===== src/hw/lfd_pkg.sv =====
// lfd_pkg: constants, gamma table and carrier types of the led fade dimming controller
// assumes a 50 MHz system clock and a 32-bit apb register bus
package lfd_pkg;
  localparam int CLK_HZ = 50_000_000;
  localparam int CLK_NS = 20;
  // debounce interval in ns and its cycle count
  localparam int DEBOUNCE_NS = 37_000_000;
  localparam int DEB_CYC = DEBOUNCE_NS / CLK_NS;
  localparam int DEB_W = 21;
  // internal pwm: 220 hz carrier, duty on a scale of 1000
  localparam int PWM_HZ = 220;
  localparam int DUTY_SCALE = 1000;
  localparam int PWM_STEP_CYC = CLK_HZ / (PWM_HZ * DUTY_SCALE);
  // fade time unit 2.5 us per programming unit
  localparam int UNIT_NS = 2500;
  localparam int UNIT_CYC = UNIT_NS / CLK_NS;
  // cancelled fade completes in about 70 us over all steps
  localparam int FAST_NS = 70_000;
  localparam int STEPS = 63;
  localparam int FAST_STEP_CYC = FAST_NS / (CLK_NS * STEPS);
  localparam logic [5:0] LVL_MAX = 6'h3E;
  localparam logic [5:0] STEP_INC = 6'h3F;
  // register map (byte addresses)
  localparam logic [7:0] ADDR_FADE_IN = 8'h00;
  localparam logic [7:0] ADDR_FADE_OUT = 8'h04;
  localparam logic [7:0] ADDR_STATUS = 8'h08;
  // values after reset
  localparam logic [19:0] FADE_IN_RST = 20'h1E848;
  localparam logic [19:0] FADE_OUT_RST = 20'h1E848;
  // duty per gamma index
  localparam logic [9:0] GAMMA [0:62] = '{
    10'd0, 10'd2, 10'd4, 10'd6, 10'd8, 10'd10, 10'd12, 10'd16,
    10'd20, 10'd24, 10'd28, 10'd32, 10'd36, 10'd42, 10'd48, 10'd54,
    10'd60, 10'd66, 10'd72, 10'd80, 10'd88, 10'd96, 10'd104, 10'd112,
    10'd120, 10'd130, 10'd140, 10'd150, 10'd160, 10'd170, 10'd180, 10'd194,
    10'd208, 10'd222, 10'd236, 10'd250, 10'd264, 10'd282, 10'd300, 10'd318,
    10'd336, 10'd354, 10'd372, 10'd394, 10'd416, 10'd438, 10'd460, 10'd482,
    10'd504, 10'd534, 10'd564, 10'd594, 10'd624, 10'd654, 10'd684, 10'd722,
    10'd760, 10'd798, 10'd836, 10'd874, 10'd914, 10'd956, 10'd1000};

  typedef enum logic {LFD_AUTO_FADE, LFD_DIRECT} lfd_mode_t;

  typedef struct packed {
    logic psel;
    logic penable;
    logic pwrite;
    logic [7:0] paddr;
    logic [31:0] pwdata;
  } lfd_apb_req_t;

  typedef struct packed {
    logic pready;
    logic pslverr;
    logic [31:0] prdata;
  } lfd_apb_rsp_t;

  typedef struct packed {
    logic [1:0] dim_sy;
    logic [1:0] mode_sy;
    logic [1:0] pol_sy;
    logic [1:0] uvl_sy;
    logic [1:0] uvh_sy;
    logic [1:0] sw_m1;
    logic [1:0] sw_s;
    lfd_mode_t mode;
    logic lit;
    logic owner;
    logic deb_lvl;
    logic [DEB_W-1:0] deb_cnt;
    logic [5:0] level;
    logic [26:0] acc;
    logic [5:0] fast_cnt;
    logic [7:0] pwm_pre;
    logic [9:0] pwm_cnt;
    logic uv_off;
    logic [1:0] out;
    logic [19:0] fade_in;
    logic [19:0] fade_out;
    lfd_apb_rsp_t rsp;
  } lfd_state_t;
endpackage


===== src/hw/lfd_top.sv =====
// lfd_top: shared dimming input, auto fade ramp, internal pwm and uv lockout for both main channels
// assumes reset_i is the power-on / below-lower-threshold condition and pins are asynchronous
//
// Added by the designer: the APB interface to the registers and the register addresses.
`timescale 1ns/1ps
`default_nettype none
module lfd_top #(
  parameter int DEB_CYC = lfd_pkg::DEB_CYC
) (
  input wire logic clk_i,
  input wire logic reset_i,
  input wire lfd_pkg::lfd_apb_req_t apb_i,
  output lfd_pkg::lfd_apb_rsp_t apb_o,
  input wire logic dim_i,
  input wire logic dimming_source_select_i,
  input wire logic polarity_select_i,
  input wire logic [1:0] channel_switch_inputs_i,
  input wire logic uv_below_4v5_i,
  input wire logic uv_above_4v6_i,
  output logic [1:0] main_led_outputs_o
);
  localparam int DEB_W = lfd_pkg::DEB_W;
  lfd_pkg::lfd_state_t st_ff;
  lfd_pkg::lfd_state_t nxt_st;

  function automatic logic [1:0] sync2(input logic [1:0] s, input logic pin);
    sync2 = {s[0], pin};
  endfunction

  logic dim_s;
  logic act_now;
  logic deb_evt;
  logic deb_act;
  logic ramping;
  logic [19:0] set_val;
  logic step;
  logic [26:0] acc_sum;
  logic [26:0] ramp_thr;
  logic wr;

  assign dim_s = st_ff.dim_sy[1];
  assign act_now = dim_s ~^ st_ff.pol_sy[1];
  assign deb_act = st_ff.deb_lvl ~^ st_ff.pol_sy[1];
  assign set_val = st_ff.lit ? st_ff.fade_in : st_ff.fade_out;
  // 63 added every cycle against setting times cycles per unit: one step per sixty-third of the ramp
  assign acc_sum = st_ff.acc + 27'(lfd_pkg::STEP_INC);
  assign ramp_thr = 27'(set_val) * 27'(lfd_pkg::UNIT_CYC);
  assign ramping = st_ff.lit ? (st_ff.level != lfd_pkg::LVL_MAX) : (st_ff.level != 6'h00);
  assign deb_evt = (st_ff.mode == lfd_pkg::LFD_AUTO_FADE) && (dim_s != st_ff.deb_lvl) &&
                   (st_ff.deb_cnt == DEB_W'(DEB_CYC - 1));
  assign wr = apb_i.psel && apb_i.penable && apb_i.pwrite && st_ff.rsp.pready;

  always_comb begin
    nxt_st = st_ff;
    step = 1'b0;
    // pin synchronisers
    nxt_st.dim_sy = sync2(st_ff.dim_sy, dim_i);
    nxt_st.mode_sy = sync2(st_ff.mode_sy, dimming_source_select_i);
    nxt_st.pol_sy = sync2(st_ff.pol_sy, polarity_select_i);
    nxt_st.uvl_sy = sync2(st_ff.uvl_sy, uv_below_4v5_i);
    nxt_st.uvh_sy = sync2(st_ff.uvh_sy, uv_above_4v6_i);
    nxt_st.sw_m1 = channel_switch_inputs_i;
    nxt_st.sw_s = st_ff.sw_m1;
    nxt_st.mode = st_ff.mode_sy[1] ? lfd_pkg::LFD_DIRECT : lfd_pkg::LFD_AUTO_FADE;
    // debounce, same count for both edges
    if (dim_s == st_ff.deb_lvl || st_ff.mode != lfd_pkg::LFD_AUTO_FADE) begin
      nxt_st.deb_cnt = '0;
    end else if (deb_evt) begin
      nxt_st.deb_cnt = '0;
      nxt_st.deb_lvl = dim_s;
    end else begin
      nxt_st.deb_cnt = st_ff.deb_cnt + DEB_W'(1);
    end
    case (st_ff.mode)
      lfd_pkg::LFD_DIRECT: begin
        // immediate on/off, no ramp
        nxt_st.deb_lvl = dim_s;
        nxt_st.lit = act_now;
        nxt_st.level = act_now ? lfd_pkg::LVL_MAX : 6'h00;
        if (act_now != st_ff.lit) begin
          nxt_st.owner = 1'b1;
        end
        nxt_st.acc = '0;
        nxt_st.fast_cnt = '0;
      end
      lfd_pkg::LFD_AUTO_FADE: begin
        if (deb_evt) begin
          // latch follows debounced active level; reversal keeps current level
          nxt_st.lit = (dim_s ~^ st_ff.pol_sy[1]);
          nxt_st.owner = 1'b1;
        end
        if (!ramping) begin
          nxt_st.acc = '0;
          nxt_st.fast_cnt = '0;
        end else if (set_val == 20'h00000) begin
          // cancelled fade: fixed short step
          if (st_ff.fast_cnt == 6'(lfd_pkg::FAST_STEP_CYC - 1)) begin
            nxt_st.fast_cnt = '0;
            step = 1'b1;
          end else begin
            nxt_st.fast_cnt = st_ff.fast_cnt + 6'h01;
          end
        end else if (acc_sum >= ramp_thr) begin
          nxt_st.acc = acc_sum - ramp_thr;
          step = 1'b1;
        end else begin
          nxt_st.acc = acc_sum;
        end
        if (step) begin
          nxt_st.level = st_ff.lit ? st_ff.level + 6'h01 : st_ff.level - 6'h01;
        end
      end
      default: begin
        nxt_st.lit = 1'b0;
      end
    endcase
    // 220 hz carrier, 1000 slots
    if (st_ff.pwm_pre == 8'(lfd_pkg::PWM_STEP_CYC - 1)) begin
      nxt_st.pwm_pre = '0;
      nxt_st.pwm_cnt = (st_ff.pwm_cnt == 10'(lfd_pkg::DUTY_SCALE - 1)) ? 10'h000 : st_ff.pwm_cnt + 10'h001;
    end else begin
      nxt_st.pwm_pre = st_ff.pwm_pre + 8'h01;
    end
    // undervoltage lockout with hysteresis
    if (st_ff.uvl_sy[1]) begin
      nxt_st.uv_off = 1'b1;
    end else if (st_ff.uvh_sy[1]) begin
      nxt_st.uv_off = 1'b0;
    end
    // output drive
    if (st_ff.uv_off) begin
      nxt_st.out = 2'b00;
    end else if (!st_ff.owner) begin
      nxt_st.out = st_ff.sw_s;
    end else if (st_ff.mode == lfd_pkg::LFD_DIRECT) begin
      nxt_st.out = {2{act_now}};
    end else begin
      nxt_st.out = {2{st_ff.pwm_cnt < lfd_pkg::GAMMA[st_ff.level]}};
    end
    // apb slave: answer registered in the setup cycle
    nxt_st.rsp.pready = apb_i.psel && !apb_i.penable;
    if (apb_i.psel && !apb_i.penable) begin
      nxt_st.rsp.pslverr = 1'b0;
      nxt_st.rsp.prdata = 32'h00000000;
      case (apb_i.paddr)
        lfd_pkg::ADDR_FADE_IN: nxt_st.rsp.prdata = {12'h000, st_ff.fade_in};
        lfd_pkg::ADDR_FADE_OUT: nxt_st.rsp.prdata = {12'h000, st_ff.fade_out};
        lfd_pkg::ADDR_STATUS: begin
          nxt_st.rsp.prdata = {16'h0000, st_ff.out, st_ff.uv_off, st_ff.owner, st_ff.pol_sy[1],
                               st_ff.mode == lfd_pkg::LFD_DIRECT, st_ff.deb_lvl, st_ff.lit, 2'b00, st_ff.level};
          nxt_st.rsp.pslverr = apb_i.pwrite;
        end
        default: nxt_st.rsp.pslverr = 1'b1;
      endcase
    end
    if (wr) begin
      case (apb_i.paddr)
        lfd_pkg::ADDR_FADE_IN: nxt_st.fade_in = apb_i.pwdata[19:0];
        lfd_pkg::ADDR_FADE_OUT: nxt_st.fade_out = apb_i.pwdata[19:0];
        default: nxt_st.fade_in = st_ff.fade_in;
      endcase
    end
  end

  always_ff @(posedge clk_i) begin
    if (reset_i) begin
      st_ff <= '0;
      st_ff.fade_in <= lfd_pkg::FADE_IN_RST;
      st_ff.fade_out <= lfd_pkg::FADE_OUT_RST;
    end else begin
      st_ff <= nxt_st;
    end
  end

  assign apb_o = st_ff.rsp;
  assign main_led_outputs_o = st_ff.out;
endmodule
`default_nettype wire


===== config.mk =====
export PLATFORM = sky130hd
export DESIGN_NAME = lfd_top
export DESIGN_NICKNAME = d
export VERILOG_FILES = /design/src/hw/lfd_pkg.sv /design/src/hw/lfd_top.sv
export SDC_FILE = /design/constraint.sdc
export NUM_CORES = 1
export LEC_CHECK = 0
export BUFFER_PORTS_ARGS = -buffer_cell sky130_fd_sc_hd__buf_2
export CORE_MARGIN = 2
export CORE_UTILIZATION = 45
export CTS_CLUSTER_SIZE = 20
export DETAILED_ROUTE_END_ITERATION = 16
export PLACE_DENSITY_LB_ADDON = 0.1
export SLEW_MARGIN = 15
export SYNTH_ARGS = -nofsm -noshare
export SYNTH_HDL_FRONTEND = slang
export SYNTH_SLANG_ARGS = --single-unit

===== constraint.sdc =====
create_clock -name clk_i -period 15.6 [get_ports clk_i]
set_input_delay 3.9 -clock clk_i [delete_from_list [all_inputs] [get_ports clk_i]]
set_output_delay 3.9 -clock clk_i [all_outputs]
set_load 0.02 [all_outputs]

---- Word-level counts from Yosys, hierarchy flattened ----
Memory sizes are Yosys's and may differ from the RTL's.
Index checks and enable logic that the tools add are counted.
word-level totals
  bits in registers ....................... 173
  bits in latches ......................... 0
  memory bits (writable) .................. 0
  ROM bits ................................ 640
  output and inout port bits .............. 36
  word-level logic and storage cells ...... 109
  memories kept ........................... 1
operators by class
  add/sub/neg operators ................... 8
  $mul .................................... 1
  divide/modulo/power cells ............... 0
  $lt $le $gt $ge ......................... 3
  equality and inequality tests ........... 16
  shift-type cells ........................ 0
  mux-type cells .......................... 32
  bitwise gates (word level) .............. 3
  reductions and logical operators ........ 21
memory list
  name             depth  width  read ports  clocked after Yosys merged registers in  write ports  line            text
  (no name shown)  64     10     1           0                                        0            lfd_top.sv:138  nxt_st.out = {2{st_ff.pwm_cnt < lfd_pkg::GAMMA[st_ff.level]}};
operator list
  cell                                                                    count
  39-bit case mux with 2 select lines                                     1
  20-bit case mux with 3 select lines                                     1
  27-bit two-way mux                                                      2
  33-bit two-way mux                                                      1
  10-bit two-way mux                                                      3
  6-bit two-way mux                                                       5
  27-bit by 6-bit adder with 27-bit output (second input constant)        1
  27-bit >= comparator                                                    1
  20-bit by 7-bit multiplier with 27-bit output (second input constant)   1
  27-bit subtractor                                                       1
  21-bit by 1-bit adder with 21-bit output (second input constant)        1
  21-bit equality test (second input constant)                            1
  20-bit zero test                                                        1
  20-bit two-way mux                                                      1
  1-bit two-way mux                                                       13
  6-bit by 1-bit adder with 6-bit output (second input constant)          2
  10-bit by 1-bit adder with 10-bit output (second input constant)        1
  10-bit equality test (second input constant)                            1
  10-bit < comparator                                                     1
  8-bit by 1-bit adder with 8-bit output (second input constant)          1
  8-bit by 3-bit equality test with 1-bit output (second input constant)  1
  8-bit by 4-bit equality test with 1-bit output (second input constant)  1
  8-bit equality test (second input constant)                             1
  8-bit zero test                                                         1
  other kinds (24)                                                        40

---- Depth between registers and ports, before layout ----
Gate-level depths: netlist of the first run.
  depth after elaboration ................. 9
  depth in mapped cells ................... 31
  depth with buffers taken out ............ 28

---- Worst setup path after synthesis of the first run ----
Ideal clock, no wire load.
  kind .................................... register to register
  start ................................... reg st_ff[157] in the netlist's numbering
  end ..................................... reg st_ff[130] in the netlist's numbering
  setup time .............................. 0.127 ns
  arrival ................................. 7.828 ns
  setup slack ............................. 7.645 ns
  stages on the path, launching flop included .. 28
  path buffers ............................ 3
  cells stage by stage .................... dfxtp_1 clkbuf_1 buf_1 mux2i_1 fa_1 fa_1 fa_1 inv_1 fa_1 ha_1 and3_1 nor2b_1 a2111oi_2 o21ai_1 o41ai_2 o2111ai_1 a21oi_1 xnor2_1 ha_1 nand4_1 or4_1 o31a_1 o211ai_2 o21ai_2 a21o_1 buf_6 and4b_1 or3_1
on the way
  longest elaborated chain between the ends .. 8
  elaborated cells between the ends (all ways) .. 13
  those cells by class .................... mul: 1; order compare: 1; eq/ne: 1; mux: 9; reduce/logical: 1
RTL lines
  element                                                            line            text
  start: declaration                                                 lfd_top.sv:23   lfd_pkg::lfd_state_t st_ff;
  start signal: assignment                                           lfd_top.sv:171  st_ff <= nxt_st;
  20-bit two-way mux                                                 lfd_top.sv:44   assign set_val = st_ff.lit ? st_ff.fade_in : st_ff.fade_out;
  20-bit by 7-bit multiplier with 27-bit output                      lfd_top.sv:47   assign ramp_thr = 27'(set_val) * 27'(lfd_pkg::UNIT_CYC);
  27-bit >= comparator                                               lfd_top.sv:103  end else if (acc_sum >= ramp_thr) begin
  1-bit two-way mux                                                  lfd_top.sv:103
  1-bit two-way mux                                                  lfd_top.sv:95   end else if (set_val == 20'h00000) begin
  1-bit two-way mux                                                  lfd_top.sv:92   if (!ramping) begin
  1-bit two-way mux                                                  lfd_top.sv:74   case (st_ff.mode)
  2-bit by 1-bit inequality test with 1-bit output (no source line)  n/a
Several ways; a longest one is shown, not always the timed one. The select of a mux whose other input is x is not followed.
A chain may end at the register's enable or synchronous reset.

---- Worst setup path in the final report of the first run ----
Same ends and word-level chain as after synthesis.

==> flow_metrics.py, run 1 <==
metrics = {
    "synth": {
        "synthArstFlopShare_pct": 0,
        "yosys.area.top_type_share_pct": 23.6,
        "yosys-top-cells-area": "dfxtp_1 (24%), ha_1 (11%), fa_1 (11%)",
        "synth-main-ff-cell": "dfxtp_1",
        "yosysWarnings": 0,
        "netlist_area_um2": 13700,
        "synth.largest_area_cell": "dfxtp_1",
        "syn_avg_cell_area_um2": 8.20,
        "ys_types": 80,
        "synth_edf_count": 0,
        "yosysSeqAreaShare_pct": 23.6,
        "syn-instance-count": 1668,
        "synth_seq_cells": 161,
    },
    "setup_path": {
        "setup.worst_path.start_class": "flip-flop",
        "crit_required_ns": 15.92,
        "cp_max_fo": 25,
        "end_kind": "flip-flop",
        "path_class": "flip-flop to flip-flop",
        "critPathArrivalTime_ns": 9.66,
    },
    "placed_design": {
        "dp_slack_ns": 6.19,
        "gp_congestion": 0.832,
        "dp_hpwl_mm": 25.2,
        "io_buffers": 63,
    },
    "routing": {
        "wl_mm": 33.5,
        "antenna_left": 0,
        "drc_errors": 0,
        "vias": 11300,
        "dr.pass1.iters": 5,
        "drtIter0Drc": 672,
        "via_per_inst": 5.47,
        "drt-wirelength-per-cell_um": 16.2,
    },
    "pwr": {
        "ir_drop_mv": 0.0801,
        "powerDensity_nw_per_um2": 68.5,
        "finalPower_mw": 1.01,
        "p_leak_nw": 6.20,
    },
    "min_path": {
        "hold_class": "flip-flop to flip-flop",
    },
    "timing": {
        "period_minus_slack_ns": 9.34,
        "max_freq_mhz": 107,
        "slew_headroom_pct": 26.8,
        "fin_ws_ns": 6.26,
        "skew_ns": 0.0176,
        "setup_viol": 0,
        "hold_ws_ns": 0.437,
        "tightest_slew_ns": 1.10,
        "setup_tns_ns": 0,
        "slew_violations": 0,
        "period_share_pct": 59.9,
        "hold_viol": 0,
        "rsz0062_at_grt": "no",
    },
    "cts": {
        "cts_resized": 0,
        "htreeDepth": 4,
        "cts_root_buf": "clkbuf_16",
        "hold_buffers": 0,
        "post_cts_buffers": 0,
        "cts_buffer_depth": 2,
        "cts_tree": "built",
        "clk_pin_slew_ns": 0.08,
        "clock_latency_ns": 0.45,
        "cts_buffers": 17,
        "clock_sinks": 161,
    },
    "flow_run": {
        "maxCapViolCount": 0,
    },
    "global_routing": {
        "track_usage_pct": 21.6,
        "grt_pass1_vias": 10600,
        "antenna_found_initial": 1,
        "grt_pass1_wl_mm": 54.1,
        "overflow": 0,
        "grt_max_degree": 91,
    },
    "final_layout": {
        "n_antenna_cell": 0,
        "drive_gt1_share_pct": 8.48,
        "fin_nets": 1906,
        "seq_area_um2": 3220,
        "area_growth_pct": 7.31,
        "nFillCells": 2928,
        "multi_input_area_um2": 9500,
    },
    "floorplan": {
        "io_pins": 88,
        "core-area_um2": 29800,
        "die-height_um": 178,
        "die_x_um": 178,
        "start_util_pct": 45.9,
        "die_area_um2": 31800,
        "rows": 63,
    },
    "outcome": {
        "outcome": "completed",
    },
}
## cells by family after synthesis
logic type	Yosys count	synth area share, %
simple gates	569	20.2
compound gates	353	16.0
buf+inv	230	7.40
fa+ha+maj	193	21.7
flops	161	23.6
xor+xnor	106	6.79
mux	55	4.36
other cells	1	0.0274
## cell usage in the layout (no fill, tap or decap), drive strengths merged, types with 29 or more instances in the layout
cell and n:
nor2b 29, inv 127, dfxtp 161, a21oi 132, fa 73, xnor2 57, nand2 188, o21ai 86
xor2 49, ha 120, mux2i 46, nand3 54, buf 74, nor2 128
## state kept, by name (all words and copies together), names as in the netlist
| name | count |
|---|---|
| apb_o | 22 |
| dim_s | 1 |
| main_led_outputs_o | 2 |
| st_ff | 129 |
| nxt_st | 7 |
## cell type report
class / instances / area share (%)
Clock buffer: 17 / 2.90
Clock inverter: 15 / 1.30
Inverter: 119 / 3.04
Multi-Input combinational cell: 1288 / 64.7
Timing Repair Buffer: 74 / 2.73
Sequential cell: 161 / 22.0
Tap cell: 390 / 3.33
## cell usage after synthesis (all sizes together) (7+ instances only)
cell / instances
xnor2: 57
dfxtp: 161
inv: 118
nand2b: 11
mux2i: 46
a31oi: 13
fa: 73
nand2: 188
buf: 51
ha: 120
xor2: 49
nor2b: 29
clkbuf: 60
a211oi: 14
o21ai: 86
o21bai: 7
nor2: 128
a22oi: 21
nand4: 26
and3: 24
nor4: 14
a21o: 19
nor3: 26
a21oi: 132
nand3: 54
nand3b: 22
or3: 14
## stage by stage
step | util (%) | cell area [um2] | std cells
CTS | 49.2 | 14700 | 2064
global placement | 47.2 | 14100 | 2032
finish | 49.2 | 14700 | 2064
floorplan | - | 13700 | 1679
detailed placement | 47.2 | 14100 | 2032
global route | 49.2 | 14700 | 2064
## worst max-delay path, cell delays in order (launching register included)
cell	delay [ns]
dfxtp_1	0.33
buf_4	0.41
mux2i_1	0.80
fa_1	0.57
fa_1	0.49
fa_1	0.53
inv_1	0.06
fa_1	0.46
ha_1	0.40
and3_1	0.24
nor2b_1	0.14
a2111oi_2	0.56
o21ai_1	0.21
o41ai_2	0.39
o2111ai_1	0.18
a21oi_1	0.19
xnor2_1	0.15
ha_1	0.48
nand4_1	0.18
or4_1	0.53
o31a_1	0.28
o211ai_2	0.08
o21ai_2	0.32
buf_4	0.34
a21o_1	0.29
and4b_1	0.23
or3_1	0.33
## worst paths after layout
check                    from         end  slack, ns  depth (start not counted)
setup / recovery   st_ff[157]  st_ff[130]       6.26                         26
hold / removal    nxt_st[166]  st_ff[166]       0.44                          1
setup reg to reg   st_ff[157]  st_ff[130]       6.26                         26
hold reg to reg   nxt_st[166]  st_ff[166]       0.44                          1
## report_power, final
group / total [mW] / internal, mW / switching (mW)
Clock: 0.443 / 0.221 / 0.222
Combinational: 0.139 / 0.0539 / 0.0854
Sequential: 0.423 / 0.416 / 0.00679
Total: 1.01 / 0.691 / 0.314
## metal layers
| metal | global-route usage, % | wire, um | share of wire [%] |
|---|---|---|---|
| met1 | 29.6 | 16200 | 48 |
| met2 | 35.8 | 15900 | 47 |
| met3 | 2.92 | 1010 | 3.0 |
| met4 | 5.08 | 424 | 1.3 |
| met5 | 0 | 0 | 0 |
Note: power is estimated with default switching activity, not from simulation.
==> run 2: changes to the inputs <==
--- a/config.mk
+++ b/config.mk
@@ -5,6 +5,7 @@
 export SDC_FILE = /design/constraint.sdc
 export NUM_CORES = 1
 export LEC_CHECK = 0
+export ABC_AREA = 1
 export BUFFER_PORTS_ARGS = -buffer_cell sky130_fd_sc_hd__buf_2
 export CORE_MARGIN = 2
 export CORE_UTILIZATION = 45
==> constraint.sdc (replaced) <==
create_clock -name clk_i -period 8.9 [get_ports clk_i]
set_input_delay 2.225 -clock clk_i [delete_from_list [all_inputs] [get_ports clk_i]]
set_output_delay 2.225 -clock clk_i [all_outputs]
set_load 0.02 [all_outputs]
==> run 2 against run 1 <==
Compared with the run above: power rose to 3.0 times the previous value; cell area increased by 8.6%; clock skew up 0.0017 ns; maximum frequency increased by 22%; combinational power grew to 10 times the previous value; worst setup slack worse by 5.0 ns; count of clock-buffer cells in the layout is 4 higher; largest power group is now combinational logic.
==> flow_metrics.py, run 2 <==
metrics = {
    "global_routing": {
        "grt_max_degree": 77,
        "track_usage_pct": 23.2,
        "grt_pass1_wl_mm": 63.6,
        "antenna_found_initial": 2,
        "overflow": 0,
        "grt_pass1_vias": 12700,
    },
    "cts": {
        "clk_pin_slew_ns": 0.07,
        "cts_resized": 0,
        "cts_buffer_depth": 2,
        "post_cts_buffers": 0,
        "clock_latency_ns": 0.45,
        "cts_buffers": 17,
        "htreeDepth": 4,
        "cts_root_buf": "clkbuf_16",
        "hold_buffers": 0,
        "cts_tree": "built",
        "clock_sinks": 161,
    },
    "timing": {
        "slew_headroom_pct": 31.6,
        "period_share_pct": 86.2,
        "fin_ws_ns": 1.23,
        "rsz0062_at_grt": "no",
        "tightest_slew_ns": 1.01,
        "hold_ws_ns": 0.404,
        "period_minus_slack_ns": 7.67,
        "hold_viol": 0,
        "slew_violations": 0,
        "skew_ns": 0.0193,
        "setup_viol": 0,
        "max_freq_mhz": 130,
        "setup_tns_ns": 0,
    },
    "floorplan": {
        "start_util_pct": 45.7,
        "rows": 66,
        "die_area_um2": 34500,
        "die-height_um": 186,
        "core-area_um2": 32500,
        "die_x_um": 186,
        "io_pins": 88,
    },
    "synth": {
        "netlist_area_um2": 14900,
        "yosysMostFrequentCell": "nand2_1",
        "synth_edf_count": 0,
        "syn-instance-count": 2211,
        "yosys.area.top_type_share_pct": 21.7,
        "syn_avg_cell_area_um2": 6.72,
        "synth_seq_cells": 161,
        "yosys-top-cells-area": "dfxtp_1 (22%), nand2_1 (15%), ha_1 (10%)",
        "ys_types": 54,
        "yosysSeqAreaShare_pct": 21.7,
        "synthArstFlopShare_pct": 0,
        "synth-main-ff-cell": "dfxtp_1",
        "synth.largest_area_cell": "dfxtp_1",
        "ys_top_cells_by_count": "nand2_1 (577), inv_1 (350), nor2_1 (207)",
        "yosysWarnings": 0,
    },
    "outcome": {
        "outcome": "completed",
    },
    "pwr": {
        "ir_drop_mv": 0.148,
        "combinationalPowerShare_pct": 48.0,
        "p_seq_share_pct": 25.0,
        "internal_power_mw": 1.68,
        "p_leak_nw": 7.71,
        "p_sw_mw": 1.29,
        "powerDensity_nw_per_um2": 186,
        "swShare_pct": 43.5,
        "finalPower_mw": 2.97,
        "clkPwrFrac_pct": 27.0,
    },
    "routing": {
        "vias": 13500,
        "drt-wirelength-per-cell_um": 14.6,
        "via_per_inst": 5.04,
        "drc_errors": 0,
        "drtIter0Drc": 1002,
        "wl_mm": 39.0,
        "antenna_left": 0,
        "dr.pass1.iters": 6,
    },
    "final_layout": {
        "mostFrequentLayoutCells": "nand2_1 (577), inv_1 (350), nor2_1 (207)",
        "nFillCells": 3496,
        "fin_util_pct": 49.0,
        "regMostFlops": "st_ff",
        "stdcell_count": 2680,
        "fin_nets": 2469,
        "fin_area_um2": 15900,
        "area_growth_pct": 7.29,
        "final_common_cell": "nand2_1",
        "largest_reg_flops": 129,
        "drive_gt1_share_pct": 8.63,
    },
    "placed_design": {
        "io_buffers": 63,
        "dp_cells": 2647,
        "dp_hpwl_mm": 30.6,
        "gp_congestion": 0.901,
        "dp_slack_ns": 1.36,
        "placed_cell_area_um2": 15300,
    },
    "setup_path": {
        "cp_top_family": "adder cells",
        "cp_common_cell": "inv_1",
        "crit_required_ns": 9.18,
        "end_kind": "flip-flop",
        "r2r_setup_slack_ns": 1.23,
        "cp_max_fo": 22,
        "slowest_delay_ns": 0.55,
        "crit_buf_inv": 6,
        "critPathArrivalTime_ns": 7.95,
        "path_class": "flip-flop to flip-flop",
        "cpMaxStageDelayCell": "fa_1",
        "setup.worst_path.start_class": "flip-flop",
    },
    "flow_run": {
        "maxCapViolCount": 0,
    },
    "min_path": {
        "hold_class": "flip-flop to flip-flop",
    },
}
## run 2: cells by family after synthesis
family	Yosys count	synth area share (%)
flip-flops	161	21.7
adder cells (fa/ha/maj)	193	19.9
buffers and inverters	455	12.9
AND/OR/NAND/NOR	1040	30.2
AO/OA/AOI/OAI	298	11.5
other	1	0.0252
XOR/XNOR	63	3.71
## run 2: power by group through the flow
stage	Clock [mW]	Sequential, mW	Combinational, mW
2_1_floorplan	0	0.753	1.06
3_3_place_gp	0	0.758	1.39
3_5_place_dp	0	0.759	1.41
4_1_cts	0.820	0.742	1.41
5_1_grt	0.846	0.743	1.61
6_report	0.802	0.742	1.43
## run 2: area by class of cell
type	count	area [um2]	area share [%]
clock inverters	11	165	1.04
diodes	1	2.50	0.0157
inverters	363	1360	8.55
repair buffers	75	405	2.54
clock buffers	21	470	2.95
multi-input cells	1606	9760	61.2
flip-flops and latches	161	3220	20.2
well taps	442	553	3.47
## run 2: routing by layer
| metal | part of all wire [%] | GRT usage, % |
|---|---|---|
| met5 | 0.028 | 0 |
| met2 | 46 | 38.5 |
| met1 | 48 | 31.0 |
| met4 | 2.2 | 7.28 |
| met3 | 3.7 | 3.37 |
## run 2: final timing paths
check | startpoint | endpoint | cells after the start
worst max-delay path | st_ff[157] | st_ff[127] | 29
worst max register to register | st_ff[157] | st_ff[127] | 29
worst min register to register | nxt_st[172] | dim_s | 2
worst min-delay path | nxt_st[172] | dim_s | 2
## run 2: worst register-to-register path, delay by kind of cell (launching register included)
family	cells	cell delay, ns
xor+xnor	1	0.36
compound gates	7	1.50
fa+ha+maj	6	2.48
flops	1	0.33
buf+inv	6	1.09
simple gates	9	1.75
